$ cat src/design/ccr_params.svh
`ifndef CCR_PARAMS_SVH
`define CCR_PARAMS_SVH
// Register numbering of the implemented file.
`define CCR_REG_FIRST      5'h10
`define CCR_REG_LAST       5'h1F
// Pointer pair low-byte register numbers.
`define CCR_PTR_A_LO       5'h1A
`define CCR_PTR_B_LO       5'h1C
`define CCR_PTR_C_LO       5'h1E
// I/O space map.
`define CCR_IO_LAST        16'h003F
`define CCR_IO_SP_LO       6'h3D
`define CCR_IO_SP_HI       6'h3E
`define CCR_IO_STATUS      6'h3F
`define CCR_STACK_FLOOR    16'h0040
// Reset values.
`define CCR_SP_RESET       16'h005F
`define CCR_PC_RESET       16'h0000
`define CCR_STATUS_RESET   8'h00
// Status bit positions.
`define CCR_FLAG_C         0
`define CCR_FLAG_Z         1
`define CCR_FLAG_N         2
`define CCR_FLAG_V         3
`define CCR_FLAG_S         4
`define CCR_FLAG_H         5
`define CCR_FLAG_I         7
`endif

$ cat src/design/ccr_pkg.sv
package ccr_pkg;
  // Operation selected by the instruction decoder.
  typedef enum logic [4:0] {
    CCR_OP_NOP, CCR_OP_ADD, CCR_OP_SUB, CCR_OP_AND, CCR_OP_OR, CCR_OP_XOR,
    CCR_OP_MOV, CCR_OP_INC, CCR_OP_DEC, CCR_OP_COM, CCR_OP_ADIW,
    CCR_OP_LD, CCR_OP_ST, CCR_OP_LPM, CCR_OP_IN, CCR_OP_OUT,
    CCR_OP_PUSH, CCR_OP_POP, CCR_OP_CALL, CCR_OP_RET, CCR_OP_INTERRUPT_RETURN_OP,
    CCR_OP_SEI, CCR_OP_CLI
  } ccr_op_t;
  // Pointer adjust mode for indirect access.
  typedef enum logic [1:0] {CCR_PM_DISP, CCR_PM_POSTINC, CCR_PM_PREDEC} ccr_pmode_t;
  // Decoded instruction as presented to the core.
  typedef struct packed {
    ccr_op_t    op;
    logic [4:0] rd;
    logic [4:0] rr;
    logic       use_imm;
    logic [7:0] imm;
    logic [1:0] ptr_sel;
    ccr_pmode_t pmode;
    logic [5:0] disp;
    logic [5:0] io_addr;
    logic       two_word;
  } ccr_instr_t;
  // Data-space bus request.
  typedef struct packed {
    logic        rd;
    logic        wr;
    logic [15:0] addr;
    logic [7:0]  wdata;
  } ccr_dbus_t;
endpackage

$ cat src/design/ccr_core.sv
`timescale 1ns/1ns
// Overview of operation
// - Next instruction word is fetched while the current one executes.
// - Sixteen eight-bit working registers with single-cycle access.
// - Two operands read, computed and written back in one cycle.
// - Ports: one or two 8-bit operands, or one 16-bit operand.
// - Implemented registers are numbered 16 through 31.
// - Top six registers pair into three 16-bit data pointers.
// - Any of the three pointers also addresses lookup tables in program memory.
// - Pointers support displacement, post-increment and pre-decrement.
// - ALU works register-register, register-immediate and single register.
// - Status flags are updated after every ALU operation.
// - Status is not saved or restored on interrupts; software does it.
// - Decoder accepts one-word and some two-word instructions.
// - Return address is stored on the stack in data SRAM.
// - Global enable gates interrupts; lower vector has higher priority.
// - 64 I/O addresses mapped at data addresses 0x0000 to 0x003F.
// - Push stores a byte and decrements the stack pointer by one.
// - Calls and interrupt entry push two bytes, pointer minus two.
// - Pop reads a byte and increments the stack pointer by one.
// - Returns pop two bytes and increment the pointer by two.
// - Stack pointer resets to the last internal SRAM address.
// - Stack pointer is two 8-bit I/O registers; high byte optional.
// - Stack pointer low byte at I/O 0x3D, high byte at 0x3E.
`include "ccr_params.svh"
module ccr_core #(
  parameter int          IRQ_N      = 8,
  parameter logic [15:0] SRAM_LAST  = `CCR_SP_RESET,
  parameter bit          HAS_SP_HI  = 1'b1
) (
  input  wire logic                i_clk,
  input  wire logic                i_rst,
  input  wire ccr_pkg::ccr_instr_t i_instr,
  input  wire logic                i_instr_valid,
  input  wire logic [15:0]         i_target,
  input  wire logic [7:0]          i_data_rdata,
  input  wire logic [IRQ_N-1:0]    i_irq,
  output logic [15:0]              o_program_counter,
  output logic                     o_fetch_en,
  output logic [15:0]              o_prog_addr,
  output logic                     o_prog_lut_rd,
  output ccr_pkg::ccr_dbus_t       o_dbus,
  output logic [7:0]               o_status,
  output logic [15:0]              o_stack_top_pointer,
  output logic [IRQ_N-1:0]         o_irq_ack
);
  import ccr_pkg::*;

  typedef enum {ST_RUN, ST_SEQ1, ST_SEQ2, ST_LOAD} ccr_state_t;

  logic [7:0]       regs [16];
  logic [15:0]      sp, next_sp, pc, next_pc, ret_addr, next_ret_addr;
  logic [7:0]       status, next_status;
  ccr_state_t       state, next_state;
  ccr_op_t          seq_op, next_seq_op;
  logic [3:0]       ld_reg, next_ld_reg;
  logic             irq_block, next_irq_block;
  ccr_dbus_t        dbus, next_dbus;
  logic             lut_rd, next_lut_rd;
  logic             fetch_en, next_fetch_en;
  logic [15:0]      prog_addr, next_prog_addr;
  logic [IRQ_N-1:0] ack, next_ack;
  logic             wr_en, wr16;
  logic [3:0]       wr_idx;
  logic [15:0]      wr_val;
  logic [7:0]       a, b, res;
  logic [15:0]      ptr, ptr_new, eaddr;
  logic             alu_op, take_irq;
  int               irq_num;

  // Maps an architectural register number 16..31 onto the 16-entry file.
  function automatic logic [3:0] ridx(input logic [4:0] r);
    return r[3:0];
  endfunction

  // Reads a pointer pair; the low byte sits at the even register.
  function automatic logic [15:0] pair(input logic [3:0] lo);
    return {regs[lo + 4'h1], regs[lo]};
  endfunction

  // Pointer pair low-byte register selected by the decoder field.
  function automatic logic [3:0] ptr_lo(input logic [1:0] s);
    if (s == 2'd0) begin
      return ridx(`CCR_PTR_A_LO);
    end else if (s == 2'd1) begin
      return ridx(`CCR_PTR_B_LO);
    end else begin
      return ridx(`CCR_PTR_C_LO);
    end
  endfunction

  // Register file; one write port that takes either one byte or a pair.
  always_ff @(posedge i_clk) begin
    if (wr_en) begin
      regs[wr_idx] <= wr_val[7:0];
      if (wr16) begin
        regs[wr_idx + 4'h1] <= wr_val[15:8];
      end
    end
  end

  // Interrupt selection: the lowest index is the lowest vector, so it wins.
  always_comb begin
    irq_num = 0;
    for (int k = IRQ_N - 1; k >= 0; k--) begin
      if (i_irq[k]) begin
        irq_num = k;
      end
    end
  end
  assign take_irq = status[`CCR_FLAG_I] && (|i_irq) && !irq_block && state == ST_RUN;

  // Operand fetch; operands come straight from the file so a result written
  // last cycle is already seen, and no stall is needed.
  always_comb begin
    a       = regs[ridx(i_instr.rd)];
    b       = i_instr.use_imm ? i_instr.imm : regs[ridx(i_instr.rr)];
    ptr     = pair(ptr_lo(i_instr.ptr_sel));
    ptr_new = ptr;
    eaddr   = ptr;
    case (i_instr.pmode)
      CCR_PM_DISP: begin
        eaddr = ptr + {10'h000, i_instr.disp};
      end
      CCR_PM_POSTINC: begin
        ptr_new = ptr + 16'h0001;
      end
      default: begin
        ptr_new = ptr - 16'h0001;
        eaddr   = ptr_new;
      end
    endcase
  end

  // Execute stage: ALU, status, stack and sequencing.
  always_comb begin
    next_pc        = pc;
    next_sp        = sp;
    next_status    = status;
    next_state     = state;
    next_seq_op    = seq_op;
    next_ld_reg    = ld_reg;
    next_ret_addr  = ret_addr;
    next_irq_block = 1'b0;
    next_dbus      = '0;
    next_lut_rd    = 1'b0;
    next_ack       = '0;
    wr_en          = 1'b0;
    wr16           = 1'b0;
    wr_idx         = ridx(i_instr.rd);
    wr_val         = '0;
    res            = a;
    alu_op         = 1'b0;
    case (state)
      ST_RUN: begin
        if (take_irq) begin
          // Status is deliberately left alone apart from the global enable.
          next_status[`CCR_FLAG_I] = 1'b0;
          next_ack[irq_num] = 1'b1;
          next_ret_addr = pc;
          next_pc = 16'(irq_num + 1);
          next_seq_op = CCR_OP_CALL;
          next_dbus = '{rd: 1'b0, wr: 1'b1, addr: sp, wdata: pc[7:0]};
          next_sp = sp - 16'h0001;
          next_state = ST_SEQ1;
        end else if (i_instr_valid) begin
          next_pc = pc + (i_instr.two_word ? 16'h0002 : 16'h0001);
          case (i_instr.op)
            CCR_OP_ADD: begin
              {next_status[`CCR_FLAG_C], res} = {1'b0, a} + {1'b0, b};
              next_status[`CCR_FLAG_V] = (a[7] == b[7]) && (res[7] != a[7]);
              next_status[`CCR_FLAG_H] = (a[3] & b[3]) | (b[3] & ~res[3]) | (~res[3] & a[3]);
              alu_op = 1'b1;
            end
            CCR_OP_SUB: begin
              {next_status[`CCR_FLAG_C], res} = {1'b0, a} - {1'b0, b};
              next_status[`CCR_FLAG_V] = (a[7] != b[7]) && (res[7] != a[7]);
              next_status[`CCR_FLAG_H] = (~a[3] & b[3]) | (b[3] & res[3]) | (res[3] & ~a[3]);
              alu_op = 1'b1;
            end
            CCR_OP_AND, CCR_OP_OR, CCR_OP_XOR: begin
              res = (i_instr.op == CCR_OP_AND) ? (a & b) :
                    (i_instr.op == CCR_OP_OR) ? (a | b) : (a ^ b);
              next_status[`CCR_FLAG_V] = 1'b0;
              alu_op = 1'b1;
            end
            CCR_OP_INC, CCR_OP_DEC: begin
              res = (i_instr.op == CCR_OP_INC) ? a + 8'h01 : a - 8'h01;
              next_status[`CCR_FLAG_V] = (i_instr.op == CCR_OP_INC) ? (res == 8'h80) : (res == 8'h7F);
              alu_op = 1'b1;
            end
            CCR_OP_COM: begin
              res = ~a;
              next_status[`CCR_FLAG_C] = 1'b1;
              next_status[`CCR_FLAG_V] = 1'b0;
              alu_op = 1'b1;
            end
            CCR_OP_MOV: begin
              wr_en = 1'b1;
              wr_val = {8'h00, b};
            end
            CCR_OP_ADIW: begin
              wr_en = 1'b1;
              wr16 = 1'b1;
              wr_val = {regs[ridx(i_instr.rd) + 4'h1], a} + {8'h00, b};
              next_status[`CCR_FLAG_Z] = (wr_val == 16'h0000);
              next_status[`CCR_FLAG_N] = wr_val[15];
            end
            CCR_OP_LD, CCR_OP_ST, CCR_OP_LPM: begin
              // Pointer write-back uses the 16-bit result path.
              if (i_instr.pmode != CCR_PM_DISP) begin
                wr_en = 1'b1;
                wr16 = 1'b1;
                wr_idx = ptr_lo(i_instr.ptr_sel);
                wr_val = ptr_new;
              end
              if (i_instr.op == CCR_OP_LPM) begin
                next_lut_rd = 1'b1;
                next_state = ST_LOAD;
              end else if (i_instr.op == CCR_OP_LD) begin
                next_dbus = '{rd: 1'b1, wr: 1'b0, addr: eaddr, wdata: 8'h00};
                next_state = ST_LOAD;
              end else begin
                next_dbus = '{rd: 1'b0, wr: 1'b1, addr: eaddr, wdata: a};
              end
              next_ld_reg = ridx(i_instr.rd);
            end
            CCR_OP_IN, CCR_OP_OUT: begin
              // I/O offsets are the low data addresses; core registers answer here.
              if (i_instr.io_addr == `CCR_IO_SP_LO || i_instr.io_addr == `CCR_IO_SP_HI ||
                  i_instr.io_addr == `CCR_IO_STATUS) begin
                if (i_instr.op == CCR_OP_IN) begin
                  wr_en = 1'b1;
                  wr_val = (i_instr.io_addr == `CCR_IO_SP_LO) ? {8'h00, sp[7:0]} :
                           (i_instr.io_addr == `CCR_IO_SP_HI) ?
                           {8'h00, HAS_SP_HI ? sp[15:8] : 8'h00} : {8'h00, status};
                end else if (i_instr.io_addr == `CCR_IO_SP_LO) begin
                  next_sp[7:0] = a;
                end else if (i_instr.io_addr == `CCR_IO_SP_HI) begin
                  next_sp[15:8] = HAS_SP_HI ? a : 8'h00;
                end else begin
                  next_status = a;
                end
              end else if (i_instr.op == CCR_OP_IN) begin
                next_dbus = '{rd: 1'b1, wr: 1'b0, addr: {10'h000, i_instr.io_addr}, wdata: 8'h00};
                next_ld_reg = ridx(i_instr.rd);
                next_state = ST_LOAD;
              end else begin
                next_dbus = '{rd: 1'b0, wr: 1'b1, addr: {10'h000, i_instr.io_addr}, wdata: a};
              end
            end
            CCR_OP_PUSH: begin
              next_dbus = '{rd: 1'b0, wr: 1'b1, addr: sp, wdata: a};
              next_sp = sp - 16'h0001;
            end
            CCR_OP_POP: begin
              next_sp = sp + 16'h0001;
              next_dbus = '{rd: 1'b1, wr: 1'b0, addr: next_sp, wdata: 8'h00};
              next_ld_reg = ridx(i_instr.rd);
              next_state = ST_LOAD;
            end
            CCR_OP_CALL: begin
              next_ret_addr = next_pc;
              next_pc = i_target;
              next_dbus = '{rd: 1'b0, wr: 1'b1, addr: sp, wdata: next_ret_addr[7:0]};
              next_sp = sp - 16'h0001;
              next_seq_op = CCR_OP_CALL;
              next_state = ST_SEQ1;
            end
            CCR_OP_RET, CCR_OP_INTERRUPT_RETURN_OP: begin
              next_sp = sp + 16'h0001;
              next_dbus = '{rd: 1'b1, wr: 1'b0, addr: next_sp, wdata: 8'h00};
              next_seq_op = i_instr.op;
              next_state = ST_SEQ1;
            end
            CCR_OP_SEI: begin
              next_status[`CCR_FLAG_I] = 1'b1;
              next_irq_block = 1'b1; // The next instruction runs before any interrupt.
            end
            CCR_OP_CLI: begin
              next_status[`CCR_FLAG_I] = 1'b0;
            end
            default: begin
            end
          endcase
          if (alu_op) begin
            wr_en = 1'b1;
            wr_val = {8'h00, res};
            next_status[`CCR_FLAG_Z] = (res == 8'h00);
            next_status[`CCR_FLAG_N] = res[7];
            next_status[`CCR_FLAG_S] = res[7] ^ next_status[`CCR_FLAG_V];
          end
        end
      end
      ST_SEQ1: begin
        if (seq_op == CCR_OP_CALL) begin
          next_dbus = '{rd: 1'b0, wr: 1'b1, addr: sp, wdata: ret_addr[15:8]};
          next_sp = sp - 16'h0001;
          next_state = ST_RUN;
        end else begin
          next_ret_addr[15:8] = i_data_rdata; // Stack holds the high byte on top.
          next_sp = sp + 16'h0001;
          next_dbus = '{rd: 1'b1, wr: 1'b0, addr: next_sp, wdata: 8'h00};
          next_state = ST_SEQ2;
        end
      end
      ST_SEQ2: begin
        next_pc = {ret_addr[15:8], i_data_rdata};
        if (seq_op == CCR_OP_INTERRUPT_RETURN_OP) begin
          next_status[`CCR_FLAG_I] = 1'b1;
        end
        next_irq_block = 1'b1; // One more instruction runs after a return.
        next_state = ST_RUN;
      end
      default: begin
        wr_en = 1'b1;
        wr_idx = ld_reg;
        wr_val = {8'h00, i_data_rdata};
        next_state = ST_RUN;
      end
    endcase
    // Fetch flag and program address are registered so the pins never glitch.
    next_fetch_en  = (next_state == ST_RUN);
    next_prog_addr = next_lut_rd ? eaddr : next_pc;
  end

  // Core state registers.
  always_ff @(posedge i_clk) begin
    if (i_rst) begin
      pc        <= `CCR_PC_RESET;
      sp        <= SRAM_LAST;
      status    <= `CCR_STATUS_RESET;
      state     <= ST_RUN;
      seq_op    <= CCR_OP_NOP;
      ld_reg    <= 4'h0;
      ret_addr  <= 16'h0000;
      irq_block <= 1'b0;
      dbus      <= '0;
      lut_rd    <= 1'b0;
      ack       <= '0;
      fetch_en  <= 1'b1;
      prog_addr <= `CCR_PC_RESET;
    end else begin
      pc        <= next_pc;
      sp        <= next_sp;
      status    <= next_status;
      state     <= next_state;
      seq_op    <= next_seq_op;
      ld_reg    <= next_ld_reg;
      ret_addr  <= next_ret_addr;
      irq_block <= next_irq_block;
      dbus      <= next_dbus;
      lut_rd    <= next_lut_rd;
      ack       <= next_ack;
      fetch_en  <= next_fetch_en;
      prog_addr <= next_prog_addr;
    end
  end

  // Outputs come from registers; a table read shows the pointer's effective address, else the PC.
  assign o_program_counter   = pc;
  assign o_fetch_en          = fetch_en;
  assign o_prog_addr         = prog_addr;
  assign o_prog_lut_rd       = lut_rd;
  assign o_dbus              = dbus;
  assign o_status            = status;
  assign o_stack_top_pointer = sp;
  assign o_irq_ack           = ack;
endmodule

$ cat config.mk
export PLATFORM = sky130hd
export DESIGN_NAME = ccr_core
export DESIGN_NICKNAME = d
export VERILOG_FILES = /design/src/design/ccr_pkg.sv /design/src/design/ccr_core.sv
export VERILOG_INCLUDE_DIRS = /design/src /design/src/design
export SDC_FILE = /design/constraint.sdc
export NUM_CORES = 1
export LEC_CHECK = 0
export ABC_AREA = 0
export BUFFER_PORTS_ARGS = -buffer_cell sky130_fd_sc_hd__buf_2
export CORE_MARGIN = 4
export CORE_UTILIZATION = 65
export DETAILED_ROUTE_END_ITERATION = 8
export PLACE_DENSITY = 0.95
export SETUP_SLACK_MARGIN = 0.1
export SYNTH_ARGS = -nofsm -noshare
export SYNTH_HDL_FRONTEND = slang
export SYNTH_SLANG_ARGS = --single-unit
$ cat constraint.sdc
create_clock -name i_clk -period 9.4 [get_ports i_clk]
set_clock_uncertainty 0.15 [all_clocks]
set_input_delay 0 -clock i_clk [delete_from_list [all_inputs] [get_ports i_clk]]
set_output_delay 0 -clock i_clk [all_outputs]
set_load 0.1 [all_outputs]
==> impl_metrics.json, run 1 <==
{
  "tritoncts": "built",
  "cts_buffer_depth": 3,
  "timing.slew.headroom_pct": 5.80,
  "rrSetupSlack_ns": 3.39,
  "syn2layout_area_growth_pct": 11.3,
  "ff_latch_area_um2": 6690,
  "syn_area_um2": 21400,
  "synth_edf_count": 128,
  "grt_pass1_vias": 21200,
  "cp-startpoint": "i_instr[31]",
  "ir_drop_mv": 0.168,
  "synthArstFlopShare_pct": 0,
  "yosysTopAreaCell": "edfxtp_1",
  "grt_usage_pct": 46.3,
  "period_share_pct": 68.2,
  "layout_commonest_cell": "nor2_1",
  "setup_tns_ns": 0,
  "worst_setup_path_start_kind": "primary input",
  "die_h_um": 189,
  "rr_startpoint": "regs[14][0]",
  "drv_cap": 0,
  "worst_hold_startpoint": "i_instr[32]",
  "antenna_found_initial": 2,
  "drt-total-wl_um": 85800,
  "drc_errors": 4,
  "m1WireLength_um": 26300,
  "clock_sinks": 270,
  "drt_iter0_markers": 4147,
  "top_register": "regs",
  "gr-total-overflow": 0,
  "clock_tree.root_cell": "clkbuf_16",
  "p_per_area_nw_per_um2": 133,
  "drtAntennaViolNets": 0,
  "ys_seq_elements": 270,
  "status": "finished with violations",
  "hold_violations": 0,
  "vias_per_cell": 7.50,
  "vias": 22000,
  "portBuffers": 165,
  "htreeDepth": 1,
  "route.met2.wl_um": 37500,
  "ys_types": 110,
  "postCtsSetupBuffers": 0,
  "syn_avg_cell_area_um2": 9.13,
  "insertion_delay_ns": 0.58,
  "hold_class": "in2reg",
  "crit_required_ns": 9.52,
  "numCtsBuffers": 30,
  "layout_setup_ws_ns": 2.99,
  "gp_congestion": 1.06,
  "core_um2": 32500,
  "syn_inst": 2342,
  "criticalPathCategory": "in2reg",
  "place_area_um2": 22200,
  "clk_pin_slew_ns": 0.07,
  "period_minus_slack_ns": 6.41,
  "drt_pass1_iterations": 9,
  "grt_pass1_wl_um": 128000,
  "cp_data_arrival_time_ns": 6.53,
  "dieArea_um2": 35800,
  "violations": "DRC",
  "final_cell_mix": "nor2_1 (244), a21oi_1 (170), nand2_1 (165), buf_2 (165), o21ai_0 (154)",
  "dp_slack_ns": 3.12,
  "design_area_um2": 23800,
  "reg2reg_depth": 14,
  "multiInputGateArea_um2": 13700,
  "power_w": 0.00316,
  "grt_max_degree": 59,
  "yosysWarnings": 0,
  "yosysSeqAreaShare_pct": 31.3,
  "largest_reg_flops": 128,
  "start_util_pct": 65.9,
  "drive_gt1_share_pct": 18.0,
  "timing.fmax_mhz": 156,
  "end_kind": "register",
  "setup_viol": 0,
  "rows": 66,
  "top_layer": "met5",
  "synth_top_flop_cell": "dfxtp_1",
  "layout.nets": 2598,
  "crit_fanout": 39,
  "p_leak_nw": 8.51,
  "fillers": 2362,
  "hpwl_um": 59700,
  "synth_top_area_share_pct": 18.0,
  "die_w_um": 189,
  "avgRoutedWirePerCell_um": 29.2,
  "setup.worst_path.end": "regs[4][6]",
  "drv_slew": 0,
  "yosys-top-cells-area": "edfxtp_1 (18%), dfxtp_1 (13%), mux4_2 (11%), mux2i_1 (4.4%), nor2_1 (4.3%)",
  "met3_wirelength_um": 13100,
  "worst_pin_slew_ns": 1.41,
  "r2r_end": "regs[9][0]",
  "rsz0062_at_grt": "no",
  "ios": 168
}
synthesized netlist by cell type (43+ instances only):
| cell | n |
|---|---|
| nor2_1 | 244 |
| ha_1 | 47 |
| mux4_2 | 105 |
| edfxtp_1 | 128 |
| clkbuf_1 | 112 |
| mux2i_1 | 95 |
| buf_2 | 43 |
| nand3_1 | 88 |
| o21ai_1 | 44 |
| nand2_1 | 165 |
| nor3_1 | 66 |
| o21ai_0 | 155 |
| dfxtp_1 | 142 |
| xnor2_1 | 64 |
| a21oi_1 | 170 |
| inv_1 | 45 |
how the worst min path moves through the flow:
stage,slack [ns],to,depth (start not counted)
final,0.03,ld_reg[1],5
after global routing,0.09,o_prog_addr[4],6
after CTS,0.005,ld_reg[1],5
after detailed placement,0.19,o_irq_ack[4],3
after global placement,0.19,o_irq_ack[4],3
after floorplan,0.03,o_program_counter[4],2
routing by layer:
metal / track usage, % / up-vias
met4: 35.0 / 2
li1: - / 9132
met3: 13.4 / 574
met5: 0 / -
met2: 73.0 / 2239
met1: 53.6 / 10100
repair_timing:
| action | in CTS | in global routing |
|---|---|---|
| endpoints found under the hold margin | 92 | 0 |
| hold buffers | 55 | 0 |
| resized for setup | 0 | 0 |
power by group:
part	internal, W	total, W	switching [W]
clock	0.000703	0.00126	0.000556
combinational	0.000239	0.000657	0.000418
sequential	0.00124	0.00124	0.00000385
total	0.00218	0.00316	0.000978
logic make-up (layout without fill, tap and decap cells):
logic type | Yosys count | after routing | synth area share, %
mux | 224 | 224 | 17.2
xor+xnor | 97 | 97 | 4.15
fa+ha+maj | 54 | 54 | 3.41
buf+inv | 242 | 362 | 5.32
other cells | 1 | 31 | 0.0175
simple gates | 771 | 771 | 17.8
compound gates | 683 | 683 | 20.8
flops | 270 | 270 | 31.3
worst max-delay path: stages:
cell and delay, ns:
dlygate4sd3_1 0.53, buf_2 0.52, buf_4 0.64, mux4_2 0.60
mux4_2 0.63, inv_1 0.33, ha_1 0.39, o21ai_0 0.22
o21ai_0 0.26, a21oi_1 0.15, o21bai_1 0.53, nand2_1 0.32
o31ai_1 0.32, a21oi_1 0.12, o21ai_2 0.69, mux2i_1 0.23
final cells by class:
cell class | instances | area share [%]
Inverter | 52 | 0.820
Clock inverter | 21 | 0.904
Clock buffer | 34 | 3.48
Sequential cell | 270 | 28.1
Antenna cell | 1 | 0.0105
Tap cell | 442 | 2.32
Timing Repair Buffer | 255 | 6.89
Multi-Input combinational cell | 1859 | 57.5
per-stage QoR:
stage / utilization [%] / hold WS, ns / instances
final: 73.3 / 0.0254 / 2934
after global routing: 73.3 / 0.0929 / 2934
after CTS: 73.3 / 0.00472 / 2933
after detailed placement: 68.4 / 0.191 / 2823
after global placement: 68.4 / 0.187 / 2823
after floorplan: - / 0.0260 / 2371
No activity file was read; power rests on OpenSTA's default activity.
==> run 2: changes to the inputs <==
--- a/config.mk
+++ b/config.mk
@@ -9,9 +9,9 @@
 export ABC_AREA = 0
 export BUFFER_PORTS_ARGS = -buffer_cell sky130_fd_sc_hd__buf_2
 export CORE_MARGIN = 4
-export CORE_UTILIZATION = 65
+export CORE_UTILIZATION = 56
 export DETAILED_ROUTE_END_ITERATION = 8
-export PLACE_DENSITY = 0.95
+export PLACE_DENSITY = 0.88
 export SETUP_SLACK_MARGIN = 0.1
 export SYNTH_ARGS = -nofsm -noshare
 export SYNTH_HDL_FRONTEND = slang
==> constraint.sdc (replaced) <==
create_clock -name i_clk -period 5.35 [get_ports i_clk]
set_clock_uncertainty 0.15 [all_clocks]
set_input_delay 0 -clock i_clk [delete_from_list [all_inputs] [get_ports i_clk]]
set_output_delay 0 -clock i_clk [all_outputs]
set_load 0.1 [all_outputs]
==> run 2 against run 1 <==
Net effect: the run still ends with DRC left; cell count rose by 4.5%; die area rose by 15%; worst setup slack got worse by 2.9 ns.
==> impl_metrics.json, run 2 (synthesis gave the netlist of run 1 again) <==
{
  "status": "finished with violations",
  "violations": "DRC",
  "drt-total-wl_um": 86500,
  "hpwl_um": 63300,
  "rsz0062_at_grt": "no",
  "ir_drop_mv": 0.253,
  "cp_data_arrival_time_ns": 5.50,
  "grt_usage_pct": 40.2,
  "final_cell_mix": "nor2_1 (244), a21oi_1 (170), nand2_1 (165)",
  "grt_max_degree": 72,
  "ff_latch_area_um2": 6690,
  "tritoncts": "built",
  "fillers": 3068,
  "postCtsSetupBuffers": 0,
  "design_area_um2": 24400,
  "setup_viol": 0,
  "busiest_layer": "met2",
  "timing.fmax_mhz": 191,
  "crit_fanout": 16,
  "place_area_um2": 22800,
  "drive_gt1_share_pct": 19.9,
  "gr-total-overflow": 0,
  "hold_violations": 0,
  "drv_slew": 0,
  "layout.nets": 2661,
  "period_share_pct": 98.0,
  "multiInputGateArea_um2": 13700,
  "avgRoutedWirePerCell_um": 28.2,
  "syn2layout_area_growth_pct": 13.9,
  "grt_use_met1_pct": 49.5,
  "grt_pass1_wl_um": 129000,
  "p_per_area_nw_per_um2": 229,
  "die_w_um": 203,
  "grt_pass1_vias": 20900,
  "largest_reg_flops": 128,
  "core_um2": 37700,
  "rrSetupSlack_ns": 0.11,
  "insertion_delay_ns": 0.60,
  "vias": 21900,
  "portBuffers": 165,
  "worst_pin_slew_ns": 1.19,
  "criticalPathCategory": "reg2reg",
  "top_register": "regs",
  "cts_buffer_depth": 3,
  "crit_required_ns": 5.61,
  "rows": 71,
  "timing.slew.headroom_pct": 20.3,
  "clock_tree.root_cell": "clkbuf_16",
  "drt_iter0_markers": 3389,
  "p_leak_nw": 8.78,
  "drv_cap": 0,
  "vias_per_cell": 7.13,
  "drc_errors": 4,
  "clk_pin_slew_ns": 0.07,
  "layout_commonest_cell": "nor2_1",
  "numCtsBuffers": 30,
  "antenna_found_initial": 6,
  "setup_tns_ns": 0,
  "die_h_um": 203,
  "period_minus_slack_ns": 5.24,
  "dieArea_um2": 41400,
  "start_util_pct": 56.7,
  "clock_sinks": 270,
  "instances_no_fill": 3066,
  "gp_congestion": 1.05,
  "worst_setup_path_start_kind": "register",
  "end_kind": "register",
  "drt_pass1_iterations": 9,
  "grtUsageMet3_pct": 10.6,
  "ios": 168,
  "hold_class": "in2reg",
  "htreeDepth": 1,
  "drtAntennaViolNets": 0,
  "met2_usage_pct": 63.5,
  "placed_cells": 2959
}
-- run 2: cell count changes in the layout (fill, tap and decap cells not counted), sizes merged --
cell,change
bufinv,+2
dlygate4sd3,-4
clkinv,-4
diode,+2
buf,+66
clkinvlp,+3
inv,-5
clkbuf,+3
-- run 2: metal layers --
metal / vias to the layer above / share of wire [%]
met5: - / 0.069
met4: 8 / 8.3
met3: 502 / 14
met2: 2006 / 44
met1: 10100 / 34
li1: 9266 / -
-- run 2: layout make-up --
type	instances	area share, %
clock inverters	17	0.894
multi-input cells	1859	56.2
clock buffers	36	3.30
well taps	511	2.63
diodes	3	0.0308
inverters	52	0.801
repair buffers	318	8.69
flip-flops and latches	270	27.5
-- run 2: critical path: stages (launching register included) --
cell	delay [ns]
edfxtp_1	0.48
mux4_2	0.53
mux4_2	0.69
inv_1	0.29
ha_2	0.33
o21ai_0	0.16
o21ai_0	0.25
a21oi_1	0.15
o21bai_1	0.29
nand2_1	0.23
or4_1	0.55
a21oi_1	0.40
o21ai_4	0.22
mux2i_1	0.31
-- run 2: what timing repair did --
action	in CTS	in global routing
resized for setup	0	5
endpoints found under the setup margin	0	39
endpoints found under the hold margin	96	0
hold buffers	51	0
-- run 2: report_power, final --
group          switching [W]  total (W)  internal, W
registers         0.00000697    0.00218      0.00218
clock network       0.000937    0.00221      0.00127
logic               0.000742    0.00119     0.000452
total                0.00169    0.00559      0.00390
-- run 2: path summary, 6_finish.rpt --
| kind | from | endpoint | cells past startpoint |
|---|---|---|---|
| hold reg to reg | ld_reg[1] | ld_reg[1] | 2 |
| setup reg to reg | regs[15][4] | regs[11][6] | 13 |
| hold / removal | i_instr[31] | ld_reg[0] | 4 |
| setup / recovery | regs[15][4] | regs[11][6] | 13 |
-- run 2: stage by stage --
| step | hold WS, ns | power (W) | setup slack, ns | utilization (%) |
|---|---|---|---|---|
| final | 0.0154 | 0.00559 | 0.108 | 64.7 |
| after detailed placement | 0.186 | 0.00334 | 0.198 | 60.5 |
| after CTS | 0.00530 | 0.00552 | 0.156 | 64.6 |
| after global routing | 0.0812 | 0.00571 | 0.108 | 64.7 |
| after floorplan | 0.0260 | 0.00298 | 0.887 | - |
| after global placement | 0.172 | 0.00331 | 0.359 | 60.5 |
